**config.mk**
```make
export PLATFORM = sky130hd
export DESIGN_NAME = sbg_baud_gen
export DESIGN_NICKNAME = d
export VERILOG_FILES = /design/src/hw/sbg_pkg.sv /design/src/hw/sbg_baud_gen.sv
export SDC_FILE = /design/constraint.sdc
export NUM_CORES = 1
export LEC_CHECK = 0
export BUFFER_PORTS_ARGS = -buffer_cell sky130_fd_sc_hd__clkbuf_2
export CAP_MARGIN = 20
export CORE_AREA = 4 4 122 124
export CTS_CLUSTER_DIAMETER = 60
export DETAILED_ROUTE_END_ITERATION = 10
export DIE_AREA = 0 0 126 128
export PLACE_DENSITY = 0.79
export SLEW_MARGIN = 10
export SYNTH_ARGS = -nofsm -noshare
export SYNTH_HDL_FRONTEND = slang
export SYNTH_SLANG_ARGS = --single-unit
export TNS_END_PERCENT = 5
```
**constraint.sdc**
```tcl
create_clock -name mclk_in -period 3.5 [get_ports mclk_in]
set_input_delay 0.175 -clock mclk_in [delete_from_list [all_inputs] [get_ports mclk_in]]
set_output_delay 0.175 -clock mclk_in [all_outputs]
set_load 0.005 [all_outputs]
```
**src/hw/sbg_pkg.sv**
```systemverilog
package sbg_pkg;
    localparam int          APB_AW        = 8;
    localparam logic [7:0]  CH_CTRL_BASE  = 8'h00;
    localparam logic [7:0]  CH_FRAC_BASE  = 8'h10;
    localparam logic [7:0]  SYS_OFF       = 8'h20;
    localparam logic [7:0]  STAT_OFF      = 8'h24;
    localparam int          CTRL_W        = 16;
    localparam int          CTRL_SEL_BIT  = 0;
    localparam int          CTRL_SYNC_BIT = 1;
    localparam int          CTRL_TAP_LSB  = 2;
    localparam int          CTRL_FRAC_BIT = 4;
    localparam int          CTRL_N_LSB    = 8;
    localparam int          CTRL_LEN_LSB  = 12;
    localparam int          CTRL_PAR_BIT  = 14;
    localparam int          CTRL_WAKE_BIT = 15;
    localparam logic [15:0] CTRL_RST      = 16'h0000;
    localparam logic [3:0]  FRAC_RST      = 4'h0;
    localparam int          SYS_GEAR_LSB  = 0;
    localparam int          SYS_SRC_BIT   = 4;
    localparam logic [4:0]  SYS_RST       = 5'h00;
    localparam logic [2:0]  GEAR_MAX      = 3'h4;
    localparam logic [1:0]  PRE_DIV_LAST  = 2'h3;
    localparam int          PSC_W         = 6;
    localparam logic [3:0]  UART_OVS_LAST = 4'hf;
    localparam logic [3:0]  SYNC_OVS_LAST = 4'h1;
    localparam logic [4:0]  N_ZERO_MEANS  = 5'h10;

    typedef enum logic [1:0] {
        SBG_TAP4   = 2'b00,
        SBG_TAP16  = 2'b01,
        SBG_TAP64  = 2'b10,
        SBG_TAP256 = 2'b11
    } sbg_tap_e;

    typedef enum logic [1:0] {
        SBG_LEN7 = 2'b00,
        SBG_LEN8 = 2'b01,
        SBG_LEN9 = 2'b10
    } sbg_len_e;
endpackage : sbg_pkg

```
**src/hw/sbg_baud_gen.sv**
```systemverilog
`timescale 1ns/1ps
// What this block does
// - three identical channels from one description
// - each channel is either UART or synchronous
// - synchronous mode drives a per-bit shift clock
// - 7/8/9-bit lengths, parity only 7/8
// - 9-bit format enables the wakeup feature
// - a 6-bit prescaler makes the channel clock
// - prescaler runs only while generator selected
// - taps 4/16/64/256 cycles, gear g scales them by 2^g, g up to 4
// - one prescaler shared with the timers
// - two-bit field picks the generator tap
// - integer mode divides tap by N 1..16
// - fractional mode (UART only, N 2..15) divides by N+(16-K)/16 for K 1..15, by N for K=0
// - bit rate is divisor output /16 or /2
module sbg_baud_gen
    import sbg_pkg::*;
#(
    parameter int NUM_CH = 3
) (
    input  wire logic              mclk_in,
    input  wire logic              rst_in,
    input  wire logic              psel_in,
    input  wire logic              penable_in,
    input  wire logic              pwrite_in,
    input  wire logic [APB_AW-1:0] paddr_in,
    input  wire logic [31:0]       pwdata_in,
    output wire logic [31:0]       prdata_out,
    output wire logic              pready_out,
    output wire logic              pslverr_out,
    output wire logic [3:0]        timer_taps_out,
    output wire logic [NUM_CH-1:0] brg_pulse_out,
    output wire logic [NUM_CH-1:0] bit_tick_out,
    output wire logic [NUM_CH-1:0] sync_mode_out,
    output wire logic [NUM_CH-1:0] ch_shift_clock_pin_out,
    output wire logic [NUM_CH-1:0] ch_shift_clock_pin_oe_n_out,
    output wire logic [NUM_CH*2-1:0] char_len_out,
    output wire logic [NUM_CH-1:0] parity_en_out,
    output wire logic [NUM_CH-1:0] wakeup_en_out
);

    initial begin
        if (NUM_CH < 1 || NUM_CH > 3) begin
            $error("NUM_CH must be 1 to 3");
        end
    end

    function automatic logic [3:0] gear_mask(input logic [2:0] g);
        logic [2:0] gc;
        gc = (g > GEAR_MAX) ? GEAR_MAX : g;
        gear_mask = 4'((5'h01 << gc) - 5'h01);
    endfunction : gear_mask

    logic [CTRL_W-1:0] ctrl_r [NUM_CH];
    logic [3:0]        frac_r [NUM_CH];
    logic [4:0]        sys_r;
    logic [31:0]       prdata_r;
    logic              pslverr_r;
    logic [3:0]        gear_cnt_r;
    logic [1:0]        pre_cnt_r;
    logic [PSC_W-1:0]  psc_r;

    // apb decode; read data is captured in the setup cycle, so the
    // access phase completes at once with no wait state
    wire        setup_ph = psel_in & ~penable_in;
    wire        wr_acc   = psel_in & penable_in & pwrite_in;
    wire [7:0]  a        = paddr_in;
    wire        is_ctrl  = (a >= CH_CTRL_BASE) &&
                           (a < CH_CTRL_BASE + 8'(4 * NUM_CH)) &&
                           (a[1:0] == 2'b00);
    wire        is_frac  = (a >= CH_FRAC_BASE) &&
                           (a < CH_FRAC_BASE + 8'(4 * NUM_CH)) &&
                           (a[1:0] == 2'b00);
    wire        is_sys   = (a == SYS_OFF);
    wire        is_stat  = (a == STAT_OFF);
    wire        mapped   = is_ctrl | is_frac | is_sys | is_stat;
    wire [1:0]  ci_ctrl  = 2'((a - CH_CTRL_BASE) >> 2);
    wire [1:0]  ci_frac  = 2'((a - CH_FRAC_BASE) >> 2);
    wire        sys_wr   = wr_acc & is_sys & ~is_stat;

    logic [NUM_CH-1:0] brg_sel;
    logic [NUM_CH-1:0] shclk_vec;
    logic [31:0]       rd_mux;

    always_comb begin
        rd_mux = 32'h0000_0000;
        if (is_ctrl) begin
            rd_mux[CTRL_W-1:0] = ctrl_r[ci_ctrl];
        end else if (is_frac) begin
            rd_mux[3:0] = frac_r[ci_frac];
        end else if (is_sys) begin
            rd_mux[4:0] = sys_r;
        end else if (is_stat) begin
            rd_mux[PSC_W-1:0] = psc_r;
            rd_mux[8] = |brg_sel;
            rd_mux[16 +: NUM_CH] = shclk_vec;
        end
    end

    always_ff @(posedge mclk_in) begin
        if (rst_in) begin
            prdata_r  <= 32'h0000_0000;
            pslverr_r <= 1'b0;
        end else if (setup_ph) begin
            prdata_r  <= pwrite_in ? 32'h0000_0000 : rd_mux;
            pslverr_r <= ~mapped;
        end
    end

    always_ff @(posedge mclk_in) begin
        if (rst_in) begin
            sys_r <= SYS_RST;
            for (int i = 0; i < NUM_CH; i++) begin
                ctrl_r[i] <= CTRL_RST;
                frac_r[i] <= FRAC_RST;
            end
        end else if (wr_acc) begin
            if (sys_wr) begin
                sys_r <= pwdata_in[4:0];
            end
            for (int i = 0; i < NUM_CH; i++) begin
                if (is_ctrl && ci_ctrl == 2'(i)) begin
                    ctrl_r[i] <= pwdata_in[CTRL_W-1:0];
                end
                if (is_frac && ci_frac == 2'(i)) begin
                    frac_r[i] <= pwdata_in[3:0];
                end
            end
        end
    end

    assign prdata_out  = prdata_r;
    assign pready_out  = psel_in & penable_in;
    assign pslverr_out = psel_in & penable_in & pslverr_r;

    // shared prescaler: gear stretches the source, a /4 front end makes
    // the first tap, then the 6-bit counter makes the other three
    wire       psc_run  = (|brg_sel) & ~sys_r[SYS_SRC_BIT];
    wire [3:0] gmask    = gear_mask(sys_r[SYS_GEAR_LSB +: 3]);
    wire       src_tick = psc_run && ((gear_cnt_r & gmask) == gmask);
    wire       t4       = src_tick && (pre_cnt_r == PRE_DIV_LAST);
    wire [3:0] taps;
    assign taps[0] = t4;
    assign taps[1] = t4 && (psc_r[1:0] == 2'h3);
    assign taps[2] = t4 && (psc_r[3:0] == 4'hf);
    assign taps[3] = t4 && (psc_r == 6'h3f);

    always_ff @(posedge mclk_in) begin
        if (rst_in || !psc_run) begin
            gear_cnt_r <= 4'h0;
            pre_cnt_r  <= 2'h0;
            psc_r      <= 6'h00;
        end else begin
            gear_cnt_r <= (gear_cnt_r & gmask) == gmask ? 4'h0
                                                        : gear_cnt_r + 4'h1;
            pre_cnt_r  <= src_tick ? pre_cnt_r + 2'h1 : pre_cnt_r;
            psc_r      <= t4 ? psc_r + 6'h01 : psc_r;
        end
    end

    assign timer_taps_out = taps;

    for (genvar c = 0; c < NUM_CH; c++) begin : g_ch
        logic [4:0] div_cnt_r;
        logic [3:0] acc_r;
        logic       extra_r;
        logic [3:0] ovs_r;
        logic       pulse_r;
        logic       tick_r;
        logic       shclk_r;
        wire  [CTRL_W-1:0] cr   = ctrl_r[c];
        wire        sel         = cr[CTRL_SEL_BIT];
        wire        sync        = cr[CTRL_SYNC_BIT];
        wire  [3:0] nf          = cr[CTRL_N_LSB +: 4];
        wire  [4:0] n_val       = (nf == 4'h0) ? N_ZERO_MEANS : {1'b0, nf};
        wire        frac_on     = cr[CTRL_FRAC_BIT] & ~sync &
                                  (n_val >= 5'h02) & (n_val <= 5'h0f);
        wire  [4:0] last        = n_val - 5'h01 +
                                  {4'h0, extra_r & frac_on};
        wire        tap         = taps[cr[CTRL_TAP_LSB +: 2]];
        wire        wrap        = sel && tap && (div_cnt_r == last);
        wire  [4:0] acc_sum     = {1'b0, acc_r} + {1'b0, 4'h0 - frac_r[c]};
        wire  [3:0] ovs_last    = sync ? SYNC_OVS_LAST : UART_OVS_LAST;
        wire  [1:0] len         = cr[CTRL_LEN_LSB +: 2];

        assign brg_sel[c] = sel;

        always_ff @(posedge mclk_in) begin
            if (rst_in || !sel) begin
                div_cnt_r <= 5'h00;
                acc_r     <= 4'h0;
                extra_r   <= 1'b0;
                ovs_r     <= 4'h0;
                pulse_r   <= 1'b0;
                tick_r    <= 1'b0;
                shclk_r   <= 1'b1;
            end else begin
                pulse_r <= wrap;
                tick_r  <= wrap && (ovs_r == ovs_last);
                if (tap) begin
                    div_cnt_r <= wrap ? 5'h00 : div_cnt_r + 5'h01;
                end
                if (wrap) begin
                    // carry of a mod-16 accumulator fires 16-K times per 16 periods, never when K=0
                    acc_r   <= acc_sum[3:0];
                    extra_r <= acc_sum[4];
                    ovs_r   <= (ovs_r == ovs_last) ? 4'h0 : ovs_r + 4'h1;
                    shclk_r <= sync ? ~shclk_r : 1'b1;
                end
            end
        end

        assign brg_pulse_out[c]               = pulse_r;
        assign bit_tick_out[c]                = tick_r;
        assign sync_mode_out[c]               = sync;
        assign shclk_vec[c]                   = shclk_r;
        assign ch_shift_clock_pin_out[c]      = shclk_r;
        assign ch_shift_clock_pin_oe_n_out[c] = ~(sel & sync);
        assign char_len_out[2*c +: 2]         = len;
        assign parity_en_out[c] = cr[CTRL_PAR_BIT] && len != SBG_LEN9;
        assign wakeup_en_out[c] = cr[CTRL_WAKE_BIT] && len == SBG_LEN9;

        property p_rst_clear;
            @(posedge mclk_in) rst_in |=> div_cnt_r == 5'h00 && !pulse_r;
        endproperty
        a_rst_clear: assert property (p_rst_clear)
            else $error("divider not cleared by reset");
        property p_int_period;
            @(posedge mclk_in) disable iff (rst_in)
            wrap && !frac_on |-> div_cnt_r == n_val - 5'h01;
        endproperty
        a_int_period: assert property (p_int_period)
            else $error("integer period wrong");
        property p_frac_only;
            @(posedge mclk_in) disable iff (rst_in)
            wrap && div_cnt_r == n_val |-> frac_on && extra_r;
        endproperty
        a_frac_only: assert property (p_frac_only)
            else $error("long period without fraction");
        // a tick is formed under the mode of the cycle before it
        property p_sync_bit;
            @(posedge mclk_in) disable iff (rst_in)
            $past(sel && sync) && tick_r |-> pulse_r && $past(ovs_r) == 4'h1;
        endproperty
        a_sync_bit: assert property (p_sync_bit)
            else $error("sync bit tick not every second pulse");
        property p_oe_mode;
            @(posedge mclk_in) disable iff (rst_in)
            !ch_shift_clock_pin_oe_n_out[c] |-> sync && sel;
        endproperty
        a_oe_mode: assert property (p_oe_mode)
            else $error("shift clock driven outside sync mode");
    end

    property p_ch0_rst;
        @(posedge mclk_in)
        rst_in |=> g_ch[0].div_cnt_r == 5'h00 && !g_ch[0].pulse_r;
    endproperty
    a_ch0_rst: assert property (p_ch0_rst)
        else $error("channel 0 not cleared");
    property p_ch0_int;
        @(posedge mclk_in) disable iff (rst_in)
        g_ch[0].wrap && !g_ch[0].frac_on |->
        g_ch[0].div_cnt_r == g_ch[0].n_val - 5'h01;
    endproperty
    a_ch0_int: assert property (p_ch0_int)
        else $error("channel 0 integer period wrong");
    property p_ch0_frac;
        @(posedge mclk_in) disable iff (rst_in)
        g_ch[0].wrap && g_ch[0].div_cnt_r == g_ch[0].n_val |->
        g_ch[0].frac_on;
    endproperty
    a_ch0_frac: assert property (p_ch0_frac)
        else $error("channel 0 stretched period without fraction");
    property p_tick_pulse;
        @(posedge mclk_in) disable iff (rst_in)
        bit_tick_out[0] |-> brg_pulse_out[0];
    endproperty
    a_tick_pulse: assert property (p_tick_pulse)
        else $error("bit tick without generator pulse");
    property p_oe_sync;
        @(posedge mclk_in) disable iff (rst_in)
        !ch_shift_clock_pin_oe_n_out[0] |-> sync_mode_out[0];
    endproperty
    a_oe_sync: assert property (p_oe_sync)
        else $error("shift clock driven in uart mode");
    property p_psc_idle;
        @(posedge mclk_in) disable iff (rst_in)
        !psc_run |=> psc_r == 6'h00 && timer_taps_out == 4'h0;
    endproperty
    a_psc_idle: assert property (p_psc_idle)
        else $error("prescaler moved while idle");
    property p_tap_nest;
        @(posedge mclk_in) disable iff (rst_in)
        taps[3] |-> taps[2] && taps[1] && taps[0] && psc_r == 6'h3f;
    endproperty
    a_tap_nest: assert property (p_tap_nest)
        else $error("taps not nested");
    property p_psc_step;
        @(posedge mclk_in) disable iff (rst_in)
        psc_run && t4 |=> psc_r == 6'($past(psc_r) + 6'h01);
    endproperty
    a_psc_step: assert property (p_psc_step)
        else $error("prescaler did not step");
    property p_ctrl_wr;
        @(posedge mclk_in) disable iff (rst_in)
        wr_acc && is_ctrl && ci_ctrl == 2'h0 |=>
        ctrl_r[0] == $past(pwdata_in[CTRL_W-1:0]);
    endproperty
    a_ctrl_wr: assert property (p_ctrl_wr)
        else $error("control write lost");
    property p_idle_out;
        @(posedge mclk_in) disable iff (rst_in)
        !brg_sel[0] |=> !brg_pulse_out[0];
    endproperty
    a_idle_out: assert property (p_idle_out)
        else $error("generator pulsed while not selected");

    c_uart_bit: cover property (@(posedge mclk_in)
        bit_tick_out[0] && !sync_mode_out[0]);
    c_sync_bit: cover property (@(posedge mclk_in)
        bit_tick_out[0] && sync_mode_out[0]);
    c_frac_long: cover property (@(posedge mclk_in)
        g_ch[0].wrap && g_ch[0].extra_r && g_ch[0].frac_on);
    c_bad_addr: cover property (@(posedge mclk_in) pslverr_out);

endmodule : sbg_baud_gen

```
==> results.cfg <==
[outcome]
outcome = complete, no violations

[timing]
final_min_period_over_clock_period = 0.868
finalMaxSlewViolations = 0
grt_setup_unrepaired = no
maxClockFrequency_ghz = 0.329
timing.final.crit_period_ns = 3.04
report.final.hold_viol_count = 0
timing.slew.headroom = 0.330
clock_skew_ns = 0.00896
setup_viol_count_final = 0
tightest_slew_ns = 1.00
fin_tns_setup_ns = 0

[synth]
synth_simple_gate_area_frac = 0.191
synth_seq_cells = 148
yosysUniqueCellTypes = 64
number_of_flops_mapped_to_enable_cells_by_yosys = 60
post-synth-top-count-cell = sky130_fd_sc_hd__dfxtp_1
synth.mux.area_fraction = 0.0518
syn_area_mm2 = 0.00783
ys_async_sr_fraction = 0
yosys.area_share.adder = 0.0556
postSynthCellCount = 796
synthXorXnorAreaFrac = 0.0433
yosys-top-cells-area = sky130_fd_sc_hd__edfxtp_1 23%, sky130_fd_sc_hd__dfxtp_1 22%, sky130_fd_sc_hd__ha_1 4.8%, sky130_fd_sc_hd__a21oi_1 3.8%, sky130_fd_sc_hd__mux2i_1 3.5%
synth_largest_type_area_fraction = 0.230
postSynth.topFlopCell = sky130_fd_sc_hd__dfxtp_1
syn_area_per_cell_um2 = 9.84
synth.yosys.seq_area_share = 0.455
synth_top_family_by_area = simple AND/OR/NAND/NOR gates
synth_compound_area_frac = 0.139
synth.top_cells.by_count = 88 x sky130_fd_sc_hd__dfxtp_1, 60 x sky130_fd_sc_hd__a21oi_1, 60 x sky130_fd_sc_hd__edfxtp_1, 45 x sky130_fd_sc_hd__nand2_1, 45 x sky130_fd_sc_hd__nor2_1
netlist.top_cell.by_area = sky130_fd_sc_hd__edfxtp_1
yosys_warnings = 0

[floorplanning]
rows = 43
fp.dieW_um = 126
design.core.area_mm2 = 0.0138
floorplan.die_area_mm2 = 0.0161
starting_utilization_of_the_core_area = 0.569
dieHeight_um = 128
top_level_ports = 110

[clock_network]
cts_tree = done
cts.repair.resized = 0
clock_sinks = 148
post_cts_buffers = 0
cts.reportedPaths.clkPinSlew_ns = 0.06
clock_tree.buffer_depth = 2
htree_num_levels = 4
worstSkewPairLatency_ns = 0.43
cts-buffers-inserted = 17
cts_hold_buffers = 0
cts_root_buffer = sky130_fd_sc_hd__clkbuf_16

[pwr]
net_switching_power_figure_uw = 968
power.ir.vdd_worst_mv = 0.345
power.share.clock = 0.462
switching_share = 0.243
power.density_cell_area_mw_per_mm2 = 453
leakage_uw = 0.00349
power_report.internal_total_uw = 3010
seq_power_share = 0.471
comb_power_share = 0.067
totalPowerFinal_uw = 3980

[global_routing]
grt_pass1_wl_um = 30100
grt_use_total = 0.231
grt_overflow_total = 0
initial_antenna_violation_count = 0
grt_max_degree = 38
grt_pass1_vias = 6128

[place]
io_buffer_count = 80
post-place-cells = 1011
gp_congestion = 0.853
hpwlAfterDp_um = 12900

[cells_and_area]
drive_gt1_frac = 0.171
antenna_cells = 0
nNetsFinal = 928
layout-area-overhead-vs-synth_pct = 12.2
stdcell_count = 1043

[routing]
drt_iter0_markers = 557
route.final.wire_length_um = 18400
drt_pass1_iterations = 5
vias_per_cell = 6.02
via_count = 6274
drc_violation_count_after_routing = 0
wl_per_cell_um = 17.7
antenna_violating_nets_post_route = 0

[critical_path]
timing.critical_path.to_type = register
worstSetupStartpointType = register
path_class = register to register
cp_max_fo = 13
arrival_ns = 3.39
worstPathRequired_ns = 3.85

[worst_hold_path]
timing.hold.worst.class = input pin to register

[job]
maxCapViolCount = 0
==> flip-flops by register name, indices dropped and copies added (netlist names), 2 cells and up <==
| signal | flops |
|---|---|
| g_ch.ovs_r | 12 |
| g_ch.acc_r | 12 |
| psc_r | 6 |
| prdata_out | 19 |
| sys_r | 5 |
| g_ch.div_cnt_r | 15 |
| g_ch.extra_r | 3 |
| frac_r | 12 |
| gear_cnt_r | 4 |
| g_ch.pulse_r | 3 |
| pre_cnt_r | 2 |
| g_ch.tick_r | 3 |
| g_ch.shclk_r | 3 |
| ctrl_r | 48 |
==> layout by cell type (no fill, tap or decap), types with 27 or more instances in the layout <==
master                     Yosys  routed
sky130_fd_sc_hd__dfxtp_1      88      88
sky130_fd_sc_hd__clkbuf_2      0      80
sky130_fd_sc_hd__a21oi_1      60      60
sky130_fd_sc_hd__edfxtp_1     60      60
sky130_fd_sc_hd__nand2_1      45      45
sky130_fd_sc_hd__nor2_1       45      45
sky130_fd_sc_hd__o21ai_0      42      42
sky130_fd_sc_hd__nand3_1      40      40
sky130_fd_sc_hd__ha_1         30      30
sky130_fd_sc_hd__mux2i_1      27      27
==> power by group through the flow <==
stage	combinational, µW	sequential, µW	clock, µW
6_report	266	1870	1840
5_1_grt	295	1880	1930
4_1_cts	266	1870	1850
3_5_place_dp	263	1910	0
3_3_place_gp	256	1910	0
2_1_floorplan	202	1890	0
==> layer usage <==
| layer | GRT usage | vias to the layer above | routed length [µm] |
|---|---|---|---|
| met5 | 0 | - | 0 |
| met4 | 0.100 | 0 | 466 |
| met1 | 0.297 | 3017 | 7860 |
| met3 | 0.0483 | 43 | 1280 |
| li1 | - | 2991 | - |
| met2 | 0.380 | 223 | 8820 |
==> worst max-delay path, cell delays in order (launching register included) <==
cell and delay, ns:
sky130_fd_sc_hd__edfxtp_1 0.48, sky130_fd_sc_hd__nor3_1 0.09, sky130_fd_sc_hd__or3_1 0.35, sky130_fd_sc_hd__ha_1 0.20, sky130_fd_sc_hd__ha_1 0.24, sky130_fd_sc_hd__or3_1 0.32, sky130_fd_sc_hd__a2111o_1 0.45, sky130_fd_sc_hd__and4_1 0.35
sky130_fd_sc_hd__or3_1 0.37, sky130_fd_sc_hd__a21oi_1 0.13
==> logic make-up after synthesis <==
family / Yosys count
and+or+nand+nor: 272
AOI/OAI and AO/OA: 175
DFF: 148
buffers and inverters: 94
muxes: 39
xor gates and xnor gates: 34
adders and majority gates: 33
other: 1
==> layout make-up <==
type | count | area [µm²]
clock buffers | 17 | 425
clock inverters | 15 | 173
fillers | 1164 | 4980
inverters | 25 | 93.8
multi-input cells | 566 | 3820
flip-flops and latches | 148 | 3560
well taps | 180 | 225
repair buffers | 92 | 490
==> final timing paths <==
path / from / endpoint / slack [ns] / cells after the start
worst min-delay path: pwdata_in[2] / sys_r[2] / 0.04 / 3
worst min register to register: pslverr_r / pslverr_r / 0.46 / 2
worst max-delay path: ctrl_r[0][9] / g_ch[0].div_cnt_r[0] / 0.46 / 9
worst max register to register: ctrl_r[0][9] / g_ch[0].div_cnt_r[0] / 0.46 / 9
==> through the flow <==
stage	worst slack (ns)	instance area, µm²	util	hold WS (ns)
finish	0.463	8790	0.638	0.0438
global route	0.278	8790	0.638	0.0770
CTS	0.458	8790	0.638	0.0349
detailed placement	0.491	8190	0.595	0.450
global placement	0.523	8190	0.595	0.444
floorplan	0.738	7880	-	0.319
Note: power is estimated with default switching activity, not from simulation.
